`src/verilog/digipot_map.svh`:
```
// device type code, opcodes, reset values and timing counts of the pot block
`ifndef DIGIPOT_MAP_SVH
`define DIGIPOT_MAP_SVH
// device type code in the address byte; the value is arbitrary
`define DEV_TYPE_ID 4'ha
`define OP_RD_WIPER 4'h9
`define OP_WR_WIPER 4'ha
`define OP_RD_PRESET 4'hb
`define OP_WR_PRESET 4'hc
`define OP_XFR_TO_WIPER 4'hd
`define OP_XFR_TO_PRESET 4'he
`define OP_GANG_TO_WIPER 4'h1
`define OP_GANG_TO_PRESET 4'h8
`define OP_INC_DEC 4'h2
`define OP_RD_STATUS 4'h5
`define WIPER_RESET 6'h00
`define PRESET_RESET 6'h00
`define NV_WRITE_TIME_MS 5
`define CLK_MHZ 100
`define NV_WRITE_CYCLES ((`NV_WRITE_TIME_MS) * 1000 * (`CLK_MHZ))
`endif

```
`src/verilog/digipot_pkg.sv`:
```
// types shared by the pot block
package digipot_pkg;
  typedef logic [5:0] wiper_type;
  typedef enum logic [2:0] {
    ST_ADDR = 3'b000,
    ST_INSTR = 3'b001,
    ST_DATA = 3'b010,
    ST_INCDEC = 3'b011,
    ST_IGNORE = 3'b100,
    ST_DONE = 3'b101
  } frame_state_type;
endpackage

```
`src/verilog/pin_sync_bus.sv`:
```
// carrier for the synchronised serial pins
`timescale 1ns/1ps
interface pin_sync_bus;
  logic cs_n;
  logic sck;
  logic si;
  logic [1:0] addr_pins;
  modport src (output cs_n, sck, si, addr_pins);
  modport dst (input cs_n, sck, si, addr_pins);
endinterface

```
`src/verilog/pin_sync.sv`:
```
// two-flop synchroniser for the serial and address pins
`timescale 1ns/1ps
module pin_sync (
  // clock, reset, enable
  input wire logic i_clk,
  input wire logic i_nrst,
  input wire logic i_ce,
  // raw pins
  input wire logic i_cs_n,
  input wire logic i_sck,
  input wire logic i_si,
  input wire logic [1:0] i_addr_pins,
  // synchronised side
  pin_sync_bus.src o_bus
);
  logic [4:0] meta_r;
  logic [4:0] sync_r;

  // first stage feeds only the second stage
  always_ff @(posedge i_clk or negedge i_nrst) begin
    if (!i_nrst) begin
      meta_r <= 5'h01;
      sync_r <= 5'h01;
    end else if (i_ce) begin
      meta_r <= {i_addr_pins, i_si, i_sck, i_cs_n};
      sync_r <= meta_r;
    end
  end

  assign o_bus.cs_n = sync_r[0];
  assign o_bus.sck = sync_r[1];
  assign o_bus.si = sync_r[2];
  assign o_bus.addr_pins = sync_r[4:3];
endmodule

```
`src/verilog/digipot_core.sv`:
```
// serial command front end and register set of a quad digital pot
`timescale 1ns/1ps
`include "digipot_map.svh"
module digipot_core (
  // clock, reset, enable
  input wire logic i_clk,
  input wire logic i_nrst,
  input wire logic i_ce,
  // serial pins (asynchronous)
  input wire logic i_cs_n,
  input wire logic i_sck,
  input wire logic i_si,
  input wire logic [1:0] i_board_select,
  // serial output
  output logic o_so,
  output logic o_so_oe,
  // tap selects and status
  output logic [63:0] o_tap_sel [4],
  output logic o_write_in_progress_flag
);
  import digipot_pkg::*;

  pin_sync_bus sb ();
  pin_sync u_sync (
    .i_clk(i_clk),
    .i_nrst(i_nrst),
    .i_ce(i_ce),
    .i_cs_n(i_cs_n),
    .i_sck(i_sck),
    .i_si(i_si),
    .i_addr_pins(i_board_select),
    .o_bus(sb.src)
  );

  frame_state_type state_r;
  logic sck_d_r;
  logic [7:0] shift_r;
  logic [2:0] bit_cnt_r;
  logic [3:0] opcode_r;
  logic [1:0] preset_idx_r;
  logic [1:0] pot_idx_r;
  logic [7:0] out_r;
  logic so_r;
  logic so_oe_r;
  wiper_type wiper_position [4];
  wiper_type preset_store [4][4];
  wiper_type nv_data_r [4];
  logic [3:0] nv_mask_r;
  logic [1:0] nv_idx_r;
  logic nv_pend_r;
  logic prog_busy_r;
  logic [31:0] prog_cnt_r;
  logic recall_r;
  logic [63:0] tap_r [4];

  // edges of the sampled serial clock, and the sampled chip select level
  wire sck_rise = sb.sck && !sck_d_r;
  wire sck_fall = !sb.sck && sck_d_r;
  wire cs_act = !sb.cs_n;
  wire [7:0] byte_in = {shift_r[6:0], sb.si};
  wire byte_done = sck_rise && (bit_cnt_r == 3'h7);
  // address byte check: type, zero bits, pin match
  wire addr_ok = (byte_in[7:4] == `DEV_TYPE_ID) &&
                 (byte_in[3:2] == 2'h0) &&
                 (byte_in[1:0] == sb.addr_pins);
  wire [3:0] op_in = byte_in[7:4];
  wire is_wr_preset = (opcode_r == `OP_WR_PRESET);
  wire is_wr_wiper = (opcode_r == `OP_WR_WIPER);
  wire [31:0] nv_limit = 32'(`NV_WRITE_CYCLES);

  // serial clock history
  always_ff @(posedge i_clk or negedge i_nrst) begin
    if (!i_nrst) sck_d_r <= 1'b0;
    else if (i_ce) sck_d_r <= sb.sck;
  end

  // frame decoder: address, instruction, data, stepping
  always_ff @(posedge i_clk or negedge i_nrst) begin
    if (!i_nrst) begin
      state_r <= ST_ADDR;
      shift_r <= 8'h00;
      bit_cnt_r <= 3'h0;
      opcode_r <= 4'h0;
      preset_idx_r <= 2'h0;
      pot_idx_r <= 2'h0;
      out_r <= 8'h00;
      so_r <= 1'b0;
      so_oe_r <= 1'b0;
      recall_r <= 1'b1;
      nv_pend_r <= 1'b0;
      nv_mask_r <= 4'h0;
      nv_idx_r <= 2'h0;
      for (int p = 0; p < 4; p++) begin
        wiper_position[p] <= `WIPER_RESET;
        nv_data_r[p] <= `WIPER_RESET;
        for (int r = 0; r < 4; r++) preset_store[p][r] <= `PRESET_RESET;
      end
    end else if (i_ce) begin
      if (recall_r) begin
        recall_r <= 1'b0;
        for (int p = 0; p < 4; p++)
          wiper_position[p] <= preset_store[p][0];
      end
      if (!cs_act) begin
        // frame end: commit a pending preset save
        state_r <= ST_ADDR;
        bit_cnt_r <= 3'h0;
        so_oe_r <= 1'b0;
        if (nv_pend_r && !prog_busy_r) begin
          for (int p = 0; p < 4; p++)
            if (nv_mask_r[p]) preset_store[p][nv_idx_r] <= nv_data_r[p];
        end
        nv_pend_r <= 1'b0;
      end else begin
        if (sck_rise) begin
          shift_r <= byte_in;
          bit_cnt_r <= bit_cnt_r + 3'h1;
        end
        // serial output changes on the falling edge
        if (sck_fall && so_oe_r) begin
          so_r <= out_r[7];
          out_r <= {out_r[6:0], 1'b0};
        end
        case (state_r)
          ST_ADDR: if (byte_done)
            state_r <= addr_ok ? ST_INSTR : ST_IGNORE;
          ST_INSTR: if (byte_done) begin
            opcode_r <= op_in;
            preset_idx_r <= byte_in[3:2];
            pot_idx_r <= byte_in[1:0];
            state_r <= ST_DATA;
            case (op_in)
              `OP_RD_WIPER: begin
                out_r <= {2'h0, wiper_position[byte_in[1:0]]};
                so_oe_r <= 1'b1;
              end
              `OP_RD_PRESET: begin
                out_r <= {2'h0, preset_store[byte_in[1:0]][byte_in[3:2]]};
                so_oe_r <= 1'b1;
              end
              `OP_RD_STATUS: begin
                out_r <= {7'h00, prog_busy_r};
                so_oe_r <= 1'b1;
              end
              `OP_XFR_TO_WIPER: begin
                wiper_position[byte_in[1:0]] <=
                  preset_store[byte_in[1:0]][byte_in[3:2]];
                state_r <= ST_DONE;
              end
              `OP_GANG_TO_WIPER: begin
                for (int p = 0; p < 4; p++)
                  wiper_position[p] <= preset_store[p][byte_in[3:2]];
                state_r <= ST_DONE;
              end
              `OP_XFR_TO_PRESET, `OP_GANG_TO_PRESET: begin
                for (int p = 0; p < 4; p++) begin
                  nv_data_r[p] <= wiper_position[p];
                  nv_mask_r[p] <= (op_in == `OP_GANG_TO_PRESET) ||
                                  (byte_in[1:0] == 2'(p));
                end
                nv_idx_r <= byte_in[3:2];
                nv_pend_r <= !prog_busy_r;
                state_r <= ST_DONE;
              end
              `OP_INC_DEC: state_r <= ST_INCDEC;
              default: state_r <= ST_DATA;
            endcase
          end
          ST_DATA: if (byte_done) begin
            state_r <= ST_DONE;
            if (is_wr_wiper)
              wiper_position[pot_idx_r] <= byte_in[5:0];
            if (is_wr_preset) begin
              nv_data_r[pot_idx_r] <= byte_in[5:0];
              nv_mask_r <= 4'h1 << pot_idx_r;
              nv_idx_r <= preset_idx_r;
              nv_pend_r <= !prog_busy_r;
            end
          end
          ST_INCDEC: if (sck_rise) begin
            // each clock steps one tap, saturating at the ends
            if (sb.si && wiper_position[pot_idx_r] != 6'h3f)
              wiper_position[pot_idx_r] <=
                wiper_position[pot_idx_r] + 6'h01;
            else if (!sb.si && wiper_position[pot_idx_r] != 6'h00)
              wiper_position[pot_idx_r] <=
                wiper_position[pot_idx_r] - 6'h01;
          end
          ST_IGNORE: so_oe_r <= 1'b0;
          ST_DONE: ;
          default: state_r <= ST_ADDR;
        endcase
      end
    end
  end

  // programming cycle timer; the commit and the start share one edge
  always_ff @(posedge i_clk or negedge i_nrst) begin
    if (!i_nrst) begin
      prog_busy_r <= 1'b0;
      prog_cnt_r <= 32'h0;
    end else if (i_ce) begin
      if (!cs_act && nv_pend_r && !prog_busy_r) begin
        prog_busy_r <= 1'b1;
        prog_cnt_r <= 32'h0;
      end else if (prog_busy_r) begin
        if (prog_cnt_r == nv_limit - 32'h1) prog_busy_r <= 1'b0;
        else prog_cnt_r <= prog_cnt_r + 32'h1;
      end
    end
  end

  // one-hot tap decode, registered so outputs come from flops
  always_ff @(posedge i_clk or negedge i_nrst) begin
    if (!i_nrst) begin
      for (int p = 0; p < 4; p++) tap_r[p] <= 64'h1;
    end else if (i_ce) begin
      for (int p = 0; p < 4; p++)
        tap_r[p] <= 64'h1 << wiper_position[p];
    end
  end

  assign o_tap_sel = tap_r;
  assign o_so = so_r;
  assign o_so_oe = so_oe_r;
  assign o_write_in_progress_flag = prog_busy_r;
endmodule

```
`config.mk`:
```
export PLATFORM = sky130hd
export DESIGN_NAME = digipot_core
export DESIGN_NICKNAME = d
export VERILOG_FILES = /design/src/verilog/digipot_pkg.sv /design/src/verilog/pin_sync_bus.sv /design/src/verilog/pin_sync.sv /design/src/verilog/digipot_core.sv
export VERILOG_INCLUDE_DIRS = /design/src /design/src/verilog
export SDC_FILE = /design/constraint.sdc
export NUM_CORES = 1
export LEC_CHECK = 0
export BUFFER_PORTS_ARGS = -buffer_cell sky130_fd_sc_hd__buf_4
export CAP_MARGIN = 25
export CORE_ASPECT_RATIO = 0.8
export CORE_MARGIN = 5
export CORE_UTILIZATION = 45
export DETAILED_ROUTE_END_ITERATION = 12
export SYNTH_ARGS = -nofsm -noshare
export SYNTH_HDL_FRONTEND = slang
export SYNTH_SLANG_ARGS = --single-unit
```
`constraint.sdc`:
```
create_clock -name i_clk -period 3.4 [get_ports i_clk]
set_input_delay 0 -clock i_clk [delete_from_list [all_inputs] [get_ports i_clk]]
set_output_delay 0 -clock i_clk [all_outputs]
set_load 0.01 [all_outputs]
```
## After elaboration in Yosys (flattened, before gate mapping)

Index checks and enable logic that the tools add are counted.

| operators by class | value |
|---|---|
| shifts and indexed selects | 5 |
| $add $sub $neg | 4 |
| reductions and logical operators | 49 |
| bitwise logic cells | 5 |
| equal/unequal tests | 35 |
| $lt $le $gt $ge | 7 |
| muxes and demuxes | 94 |

Operator list:

| cell | count |
|---|---|
| 24-bit 2-to-1 mux | 15 |
| 1-bit by 6-bit left shift with 64-bit output, first input constant | 4 |
| 24-bit bitwise mux | 9 |
| 6-bit 2-to-1 mux | 17 |
| 32-bit 2-to-1 mux | 3 |
| 24-bit one-hot mux with 2 select lines | 2 |
| 6-bit binary-select mux with 2-bit select | 7 |
| 24-bit one-hot mux with 3 select lines | 1 |
| 24-bit binary-select mux with 2-bit select | 1 |
| 6-bit demux with 2-bit select | 3 |
| 32-bit by 1-bit adder with 32-bit output, second input constant | 1 |
| 32-bit by 19-bit == test with 1-bit output, second input constant | 1 |
| 4-bit == test, second input constant | 8 |
| 8-bit 2-to-1 mux | 3 |
| 8-bit one-hot mux with 3 select lines | 1 |
| 4-bit AND reduction | 6 |
| 3-bit 2-to-1 mux | 7 |
| 3-bit by 2-bit != test with 1-bit output, second input constant | 6 |
| 4-bit 2-to-1 mux | 4 |
| 1-bit logical AND | 14 |
| 3-bit >= comparator, second input constant | 4 |
| 2-bit NOT with 3-bit output | 4 |
| 3-bit one-hot mux with 4 select lines | 1 |
| 1-bit 2-to-1 mux | 11 |
| other kinds (38) | 66 |

| storage, ports and cells | value |
|---|---|
| register bits | 483 |
| output and inout bits | 259 |
| word-level logic and storage cells | 245 |

## Logic depth before layout (Yosys ltp)

| depth | value |
|---|---|
| depth in word-level cells | 12 |
| mapped depth | 10 |
| gate-level depth less buffers | 8 |

## Hierarchy

Synthesis repeated with hierarchy kept, for this count alone.

| unflattened totals | value |
|---|---|
| cells, all modules | 2081 |
| area total of the unflattened synthesis | 24106.9 sq um |

Modules (own cells, without submodules):

| module | area each (sq um) | times used | cells each |
|---|---|---|---|
| digipot_core | 23692.7 | 1 | 2060 |
| pin_sync | 414.1 | 1 | 21 |

## Worst setup path before layout

OpenSTA, ideal clock, no wires.

| path | value |
|---|---|
| path kind | register to register |
| from | register pot_idx_r[0] |
| to | register wiper_position[10] in the netlist's numbering |
| period minus slack after synthesis | 2.531 ns |
| arrival time | 2.388 ns |
| path buffers | 2 |
| library setup time | 0.143 ns |
| path slack | 0.869 ns |
| stages on the path, launching flop included | 10 |
| cell sequence | dfrtp_1 -> buf_6 -> buf_2 -> mux4_2 -> ha_1 -> nand3_1 -> xor2_1 -> a22oi_1 -> a2111oi_0 -> a31oi_1 |

| on the way | value |
|---|---|
| word-level cells in the longest chain between the ends | 11 |

RTL lines:

| element | line | source |
|---|---|---|
| from (decl) | digipot_core.sv:41 | `logic [1:0] pot_idx_r;` |
| from (signal assigned) | digipot_core.sv:130 | `pot_idx_r <= byte_in[1:0];` |
| 2-bit NOT with 3-bit output (implied by the code) (*) | -- |  |
| 6-bit binary-select mux with 2-bit select, or another cell as far along | -- |  |
| 6-bit 2-to-1 mux (implied by the code) or 1-bit logical AND (tied branches) | -- |  |
| 6-bit 2-to-1 mux (on tied branches) | -- |  |
| 6-bit by 1-bit subtractor with 6-bit output, or another cell as far along | digipot_core.sv:187 | `wiper_position[pot_idx_r] - 6'h01;` |
| 24-bit bitwise mux or 1-bit logical AND (tied branches) | digipot_core.sv:186, digipot_core.sv:185 |  |
| 24-bit 2-to-1 mux | digipot_core.sv:185 | `else if (!sb.si && wiper_position[pot_idx_r] != 6'h00)` |
| 24-bit 2-to-1 mux | digipot_core.sv:182 | `if (sb.si && wiper_position[pot_idx_r] != 6'h3f)` |
| 24-bit 2-to-1 mux | digipot_core.sv:180 | `ST_INCDEC: if (sck_rise) begin` |
| 24-bit one-hot mux with 3 select lines (*) | digipot_core.sv:124 | `case (state_r)` |
| 24-bit 2-to-1 mux (*) | digipot_core.sv:104 | `if (!cs_act) begin` |
| to (signal, indexed assignment) | digipot_core.sv:102 | `wiper_position[p] <= preset_store[p][0];` |
| to (signal, indexed assignment) | digipot_core.sv:183 | `wiper_position[pot_idx_r] <=` |
| to (signal, indexed assignment) | digipot_core.sv:186 | `wiper_position[pot_idx_r] <=` |
| to (decl) | digipot_core.sv:45 | `wiper_type wiper_position [4];` |

Mark *: on every way between the ends. The rest lies on a longest branch, timed or not. The select of a mux whose other input is x is not followed.
A chain may end at the register's enable or synchronous reset.

## Worst setup path in the final report

| path | value |
|---|---|
| from | register shift_r[6] |
| to | register wiper_position[21] in the netlist's numbering |

| on the way | value |
|---|---|
| word-level cells in the longest chain between the ends | 5 |

RTL lines:

| element | line | source |
|---|---|---|
| from (decl) | digipot_core.sv:37 | `logic [7:0] shift_r;` |
| from (signal assigned) | digipot_core.sv:116 | `shift_r <= byte_in;` |
| 4-bit by 1-bit == test with 1-bit output or 4-bit == test (tied branches) | digipot_core.sv:132 | `case (op_in)` |
| 24-bit one-hot mux with 2 select lines (*) | digipot_core.sv:132 |  |
| 24-bit 2-to-1 mux (*) | digipot_core.sv:127 | `ST_INSTR: if (byte_done) begin` |
| 24-bit one-hot mux with 3 select lines (*) | digipot_core.sv:124 |  |
| 24-bit 2-to-1 mux (*) | digipot_core.sv:104 |  |
| to (signal, indexed assignment) | digipot_core.sv:102 |  |
| to (signal, indexed assignment) | digipot_core.sv:146 | `wiper_position[byte_in[1:0]] <=` |
| to (signal, indexed assignment) | digipot_core.sv:152 | `wiper_position[p] <= preset_store[p][byte_in[3:2]];` |

Mark *: on every way between the ends. The rest lies on a longest branch, timed or not.

==> results summary <==
Leaving out fill and tap cells, the most frequent cells in the layout are 473 x dfrtp_1, 366 x buf_4, 224 x o2bb2ai_1. The detail route stage leaves a number of antenna-violating nets equal to 0. The antenna diode count came out at 0. In this run the horizontal extent of the chip is 269 um.

The number of sinks on the clock net came out at 483. The number of setup violations in the final report is 0. The worst path needs 3.05 ns of the cycle, external delays included. Of all nets on the critical path, the largest fanout is 12. By area, the combinational part of the netlist is dominated by compound AO/OA/AOI/OAI gates.

The peak supply drop came out at 0.380 mV. The count of instances resized after the clock tree is built came out at 0. The worst setup path is launched from a flip-flop. Setup repair after global routing left no endpoint under its margin. The max-slew violation total from the final report was 0. Of the total synthesized cell area, the portion taken by XOR and XNOR cells is 0.0113. The mux contribution to synthesized area came out at 0.134. The clock-pin slew on the worst setup and hold paths is 0.07 ns. The number of nets in the synthesized netlist is 2192. The clock latency on the worst-skew pair came out at 0.60 ns. The number of distinct standard cells referenced by the synthesized netlist came out at 83. The net count of the finished layout is 2446.

The wire-length estimate of the detail-placed layout is 59700 um. In this run the deepest clock path goes through 3 buffers. The highest clock frequency the design can meet came out at 328 MHz. The worst setup path is captured at a flip-flop. The adder-cell share of the synthesized area came out at 0.00312. For this run, the number of standard cells in the final layout without fillers is 3165. The worst-case clock skew is 0.0190 ns.

The deepest level of the CTS H-tree is 2. The number of global-route vias before repair came out at 19600. In the synthesized netlist, the number of instances is 2178.

The number of warning messages in the yosys log is 0. The run finished with clean final reports. The final critical-path share of the clock period is 0.896. The via density per instance came out at 6.36. Global routing finished with a remaining overflow of 0. The path type of the worst setup path is flip-flop to flip-flop. The path category of the worst min-delay check is input port to asynchronous set/reset pin. The initial cell density of the core is 0.457.

The vertical die dimension came out at 217 um. 267 I/O pins were placed. The post-synthesis sequential area ratio came out at 0.503. The number of detailed-route iterations in the first pass came out at 6.

Across the run, the number of max-cap violations was 0. The pin count of the biggest net entering global routing came out at 153. The slack of the worst reg-to-reg path is 0.35 ns.

The first global-routing pass estimated 127000 um of wire. The detailed-route wire length per cell is 26.5 um. The library cell used most frequently in the layout, excluding fill and tap cells, is dfrtp_1. For this run, the leading register cell type out of synthesis is dfrtp_1. The total power divided by cell area came out at 555 mW/mm^2. Measured against its own limit, the worst slew margin works out to 0.276. TritonCTS built the clock tree. The area of the die came out at 0.0582 sq mm.

The count of routing violations after the opening detailed-route iteration is 2247. The placed cell count came out at 3064. The area fraction in and, or, nand and nor cells after synthesis came out at 0.108. After detailed routing, the number of remaining DRC violations is 0. The area of the mapped netlist is 0.0241 sq mm. In this run, synthesis produced a sequential element count of 483. The global placer's final weighted congestion is 0.995. Row generation in the floorplan step produced 75 rows. The post-synthesis async set-or-reset flop share is 1.00.

The number of synthesized flops with an enable pin is 0. A synthesized cell averages 11.0 sq um. The total CTS buffers is 51. The compound-cell area share of the yosys netlist is 0.200. The number of antenna violations at the first check in global routing is 0. At the pin with the least slew margin, the transition time is 1.08 ns. The data required time at the worst endpoint came out at 3.87 ns. The root buffer cell chosen for the clock tree is clkbuf_16. Summing over every cut layer, the via total after detailed routing is 20100. In the global route stage, overall resource usage came out at 0.281.

The summed negative setup slack over all endpoints is 0 ns. The routed wire length is 83900 um. The final-report hold violation count came out at 0.

The core region is 0.0526 sq mm. The fraction of final layout cells sized beyond drive strength 1 came out at 0.278. In this run the static leakage power is 0.0126 uW.

The number of I/O port buffers is 266. The worst path arrival time is 3.52 ns. The area overhead of the layout relative to synthesis is 20.3%.
repair_timing:
action	in CTS	in global routing
hold buffers	7	0
hold endpoints to repair	103	0
buffers inserted	0	0
Yosys cell counts (4+ instances only):
cell | count | area share
mux2_2 | 134 | 0.063
or3_1 | 13 | 0.0034
dfrtp_1 | 476 | 0.50
buf_4 | 4 | 0.0012
o21ai_0 | 104 | 0.022
or2_2 | 7 | 0.0018
nor2b_1 | 28 | 0.0073
o311ai_0 | 7 | 0.0025
a22o_1 | 6 | 0.0022
o31ai_1 | 12 | 0.0037
nand4_1 | 38 | 0.0099
xnor2_1 | 24 | 0.0087
o21ai_1 | 6 | 0.0012
o2bb2ai_1 | 224 | 0.082
ha_1 | 6 | 0.0031
and4_1 | 4 | 0.0015
mux2i_1 | 37 | 0.015
a221o_1 | 4 | 0.0017
clkbuf_1 | 143 | 0.022
a211oi_1 | 28 | 0.0087
dfstp_2 | 7 | 0.0076
o22ai_1 | 40 | 0.010
a22oi_1 | 16 | 0.0050
nand3b_1 | 10 | 0.0031
buf_1 | 12 | 0.0019
xor2_1 | 7 | 0.0025
nor4_1 | 8 | 0.0021
a2bb2oi_1 | 28 | 0.010
a31oi_1 | 23 | 0.0060
buf_2 | 20 | 0.0042
o221ai_1 | 13 | 0.0047
a2111oi_0 | 10 | 0.0036
o211ai_1 | 16 | 0.0050
mux4_2 | 59 | 0.055
nor2_1 | 106 | 0.017
a21o_1 | 6 | 0.0019
nand2_1 | 150 | 0.023
nor3_1 | 12 | 0.0025
nand3_1 | 104 | 0.022
and2_1 | 7 | 0.0018
a21oi_1 | 82 | 0.017
nand2b_1 | 15 | 0.0039
inv_1 | 59 | 0.0092
nor3b_1 | 4 | 0.0012
final cells by class:
cell class	instances	area, sq um
inverter	60	230
fill	4595	23700
multi-input combinational	1454	11000
sequential	483	12100
clock buffer	70	1430
clock inverter	23	307
timing repair buffer	382	2970
tap	693	867
layer usage:
metal | vias to the layer above | GRT usage | routed length (um)
met2 | 845 | 0.421 | 37200
li1 | 8764 | - | -
met4 | 0 | 0.0807 | 2820
met1 | 10400 | 0.419 | 37300
met3 | 179 | 0.0537 | 6560
met5 | - | 0 | 0
registers in the layout (all words and copies together), names as in the netlist, 4 cells and up:
register        flops
nv_data_r          24
nv_mask_r           4
o_tap_sel         256
opcode_r            4
out_r               8
preset_store       96
prog_cnt_r         32
shift_r             7
u_sync.meta_r       5
u_sync.sync_r       5
wiper_position     24
final timing paths:
check / end / cells past startpoint / start
max in group asynchronous: o_tap_sel[128] / 3 / i_nrst
min reg2reg: o_tap_sel[64] / 1 / o_tap_sel[64]
min in group i_clk: u_sync.meta_r[3] / 3 / i_board_select[0]
max reg2reg: wiper_position[21] / 8 / shift_r[6]
min: o_tap_sel[208] / 2 / i_nrst
max: wiper_position[21] / 8 / shift_r[6]
kinds of logic after synthesis:
family | after synthesis
adders and majority gates | 6
muxes | 232
xor gates and xnor gates | 31
DFF | 483
AOI/OAI and AO/OA | 658
buffers and inverters | 241
and+or+nand+nor | 527
critical path, cell delays in order, from the launching register on:
cell,delay [ns]
dfrtp_1,0.50
or4b_2,0.77
a21oi_1,0.19
buf_4,0.22
a2bb2oi_1,0.19
o32ai_1,0.11
o311ai_0,0.66
buf_4,0.22
nand3_1,0.06
through the flow:
stage	utilization	cell area, sq um	hold slack [ns]	setup slack (ns)	total power (uW)
finish	0.550	28900	0.0510	0.354	16000
floorplan	-	24100	-0.296	0.869	8700
global placement	0.515	27100	0.109	0.190	10200
CTS	0.549	28900	0.0766	0.0858	16100
detailed placement	0.515	27100	0.121	0.0984	10200
global route	0.550	28900	0.110	0.229	16700
power by group:
| part | internal, uW | switching, uW |
|---|---|---|
| clock | 3410 | 2420 |
| sequential | 6040 | 363 |
| combinational | 1290 | 2530 |
| total | 10700 | 5310 |
(Power assumes the default switching activity.)
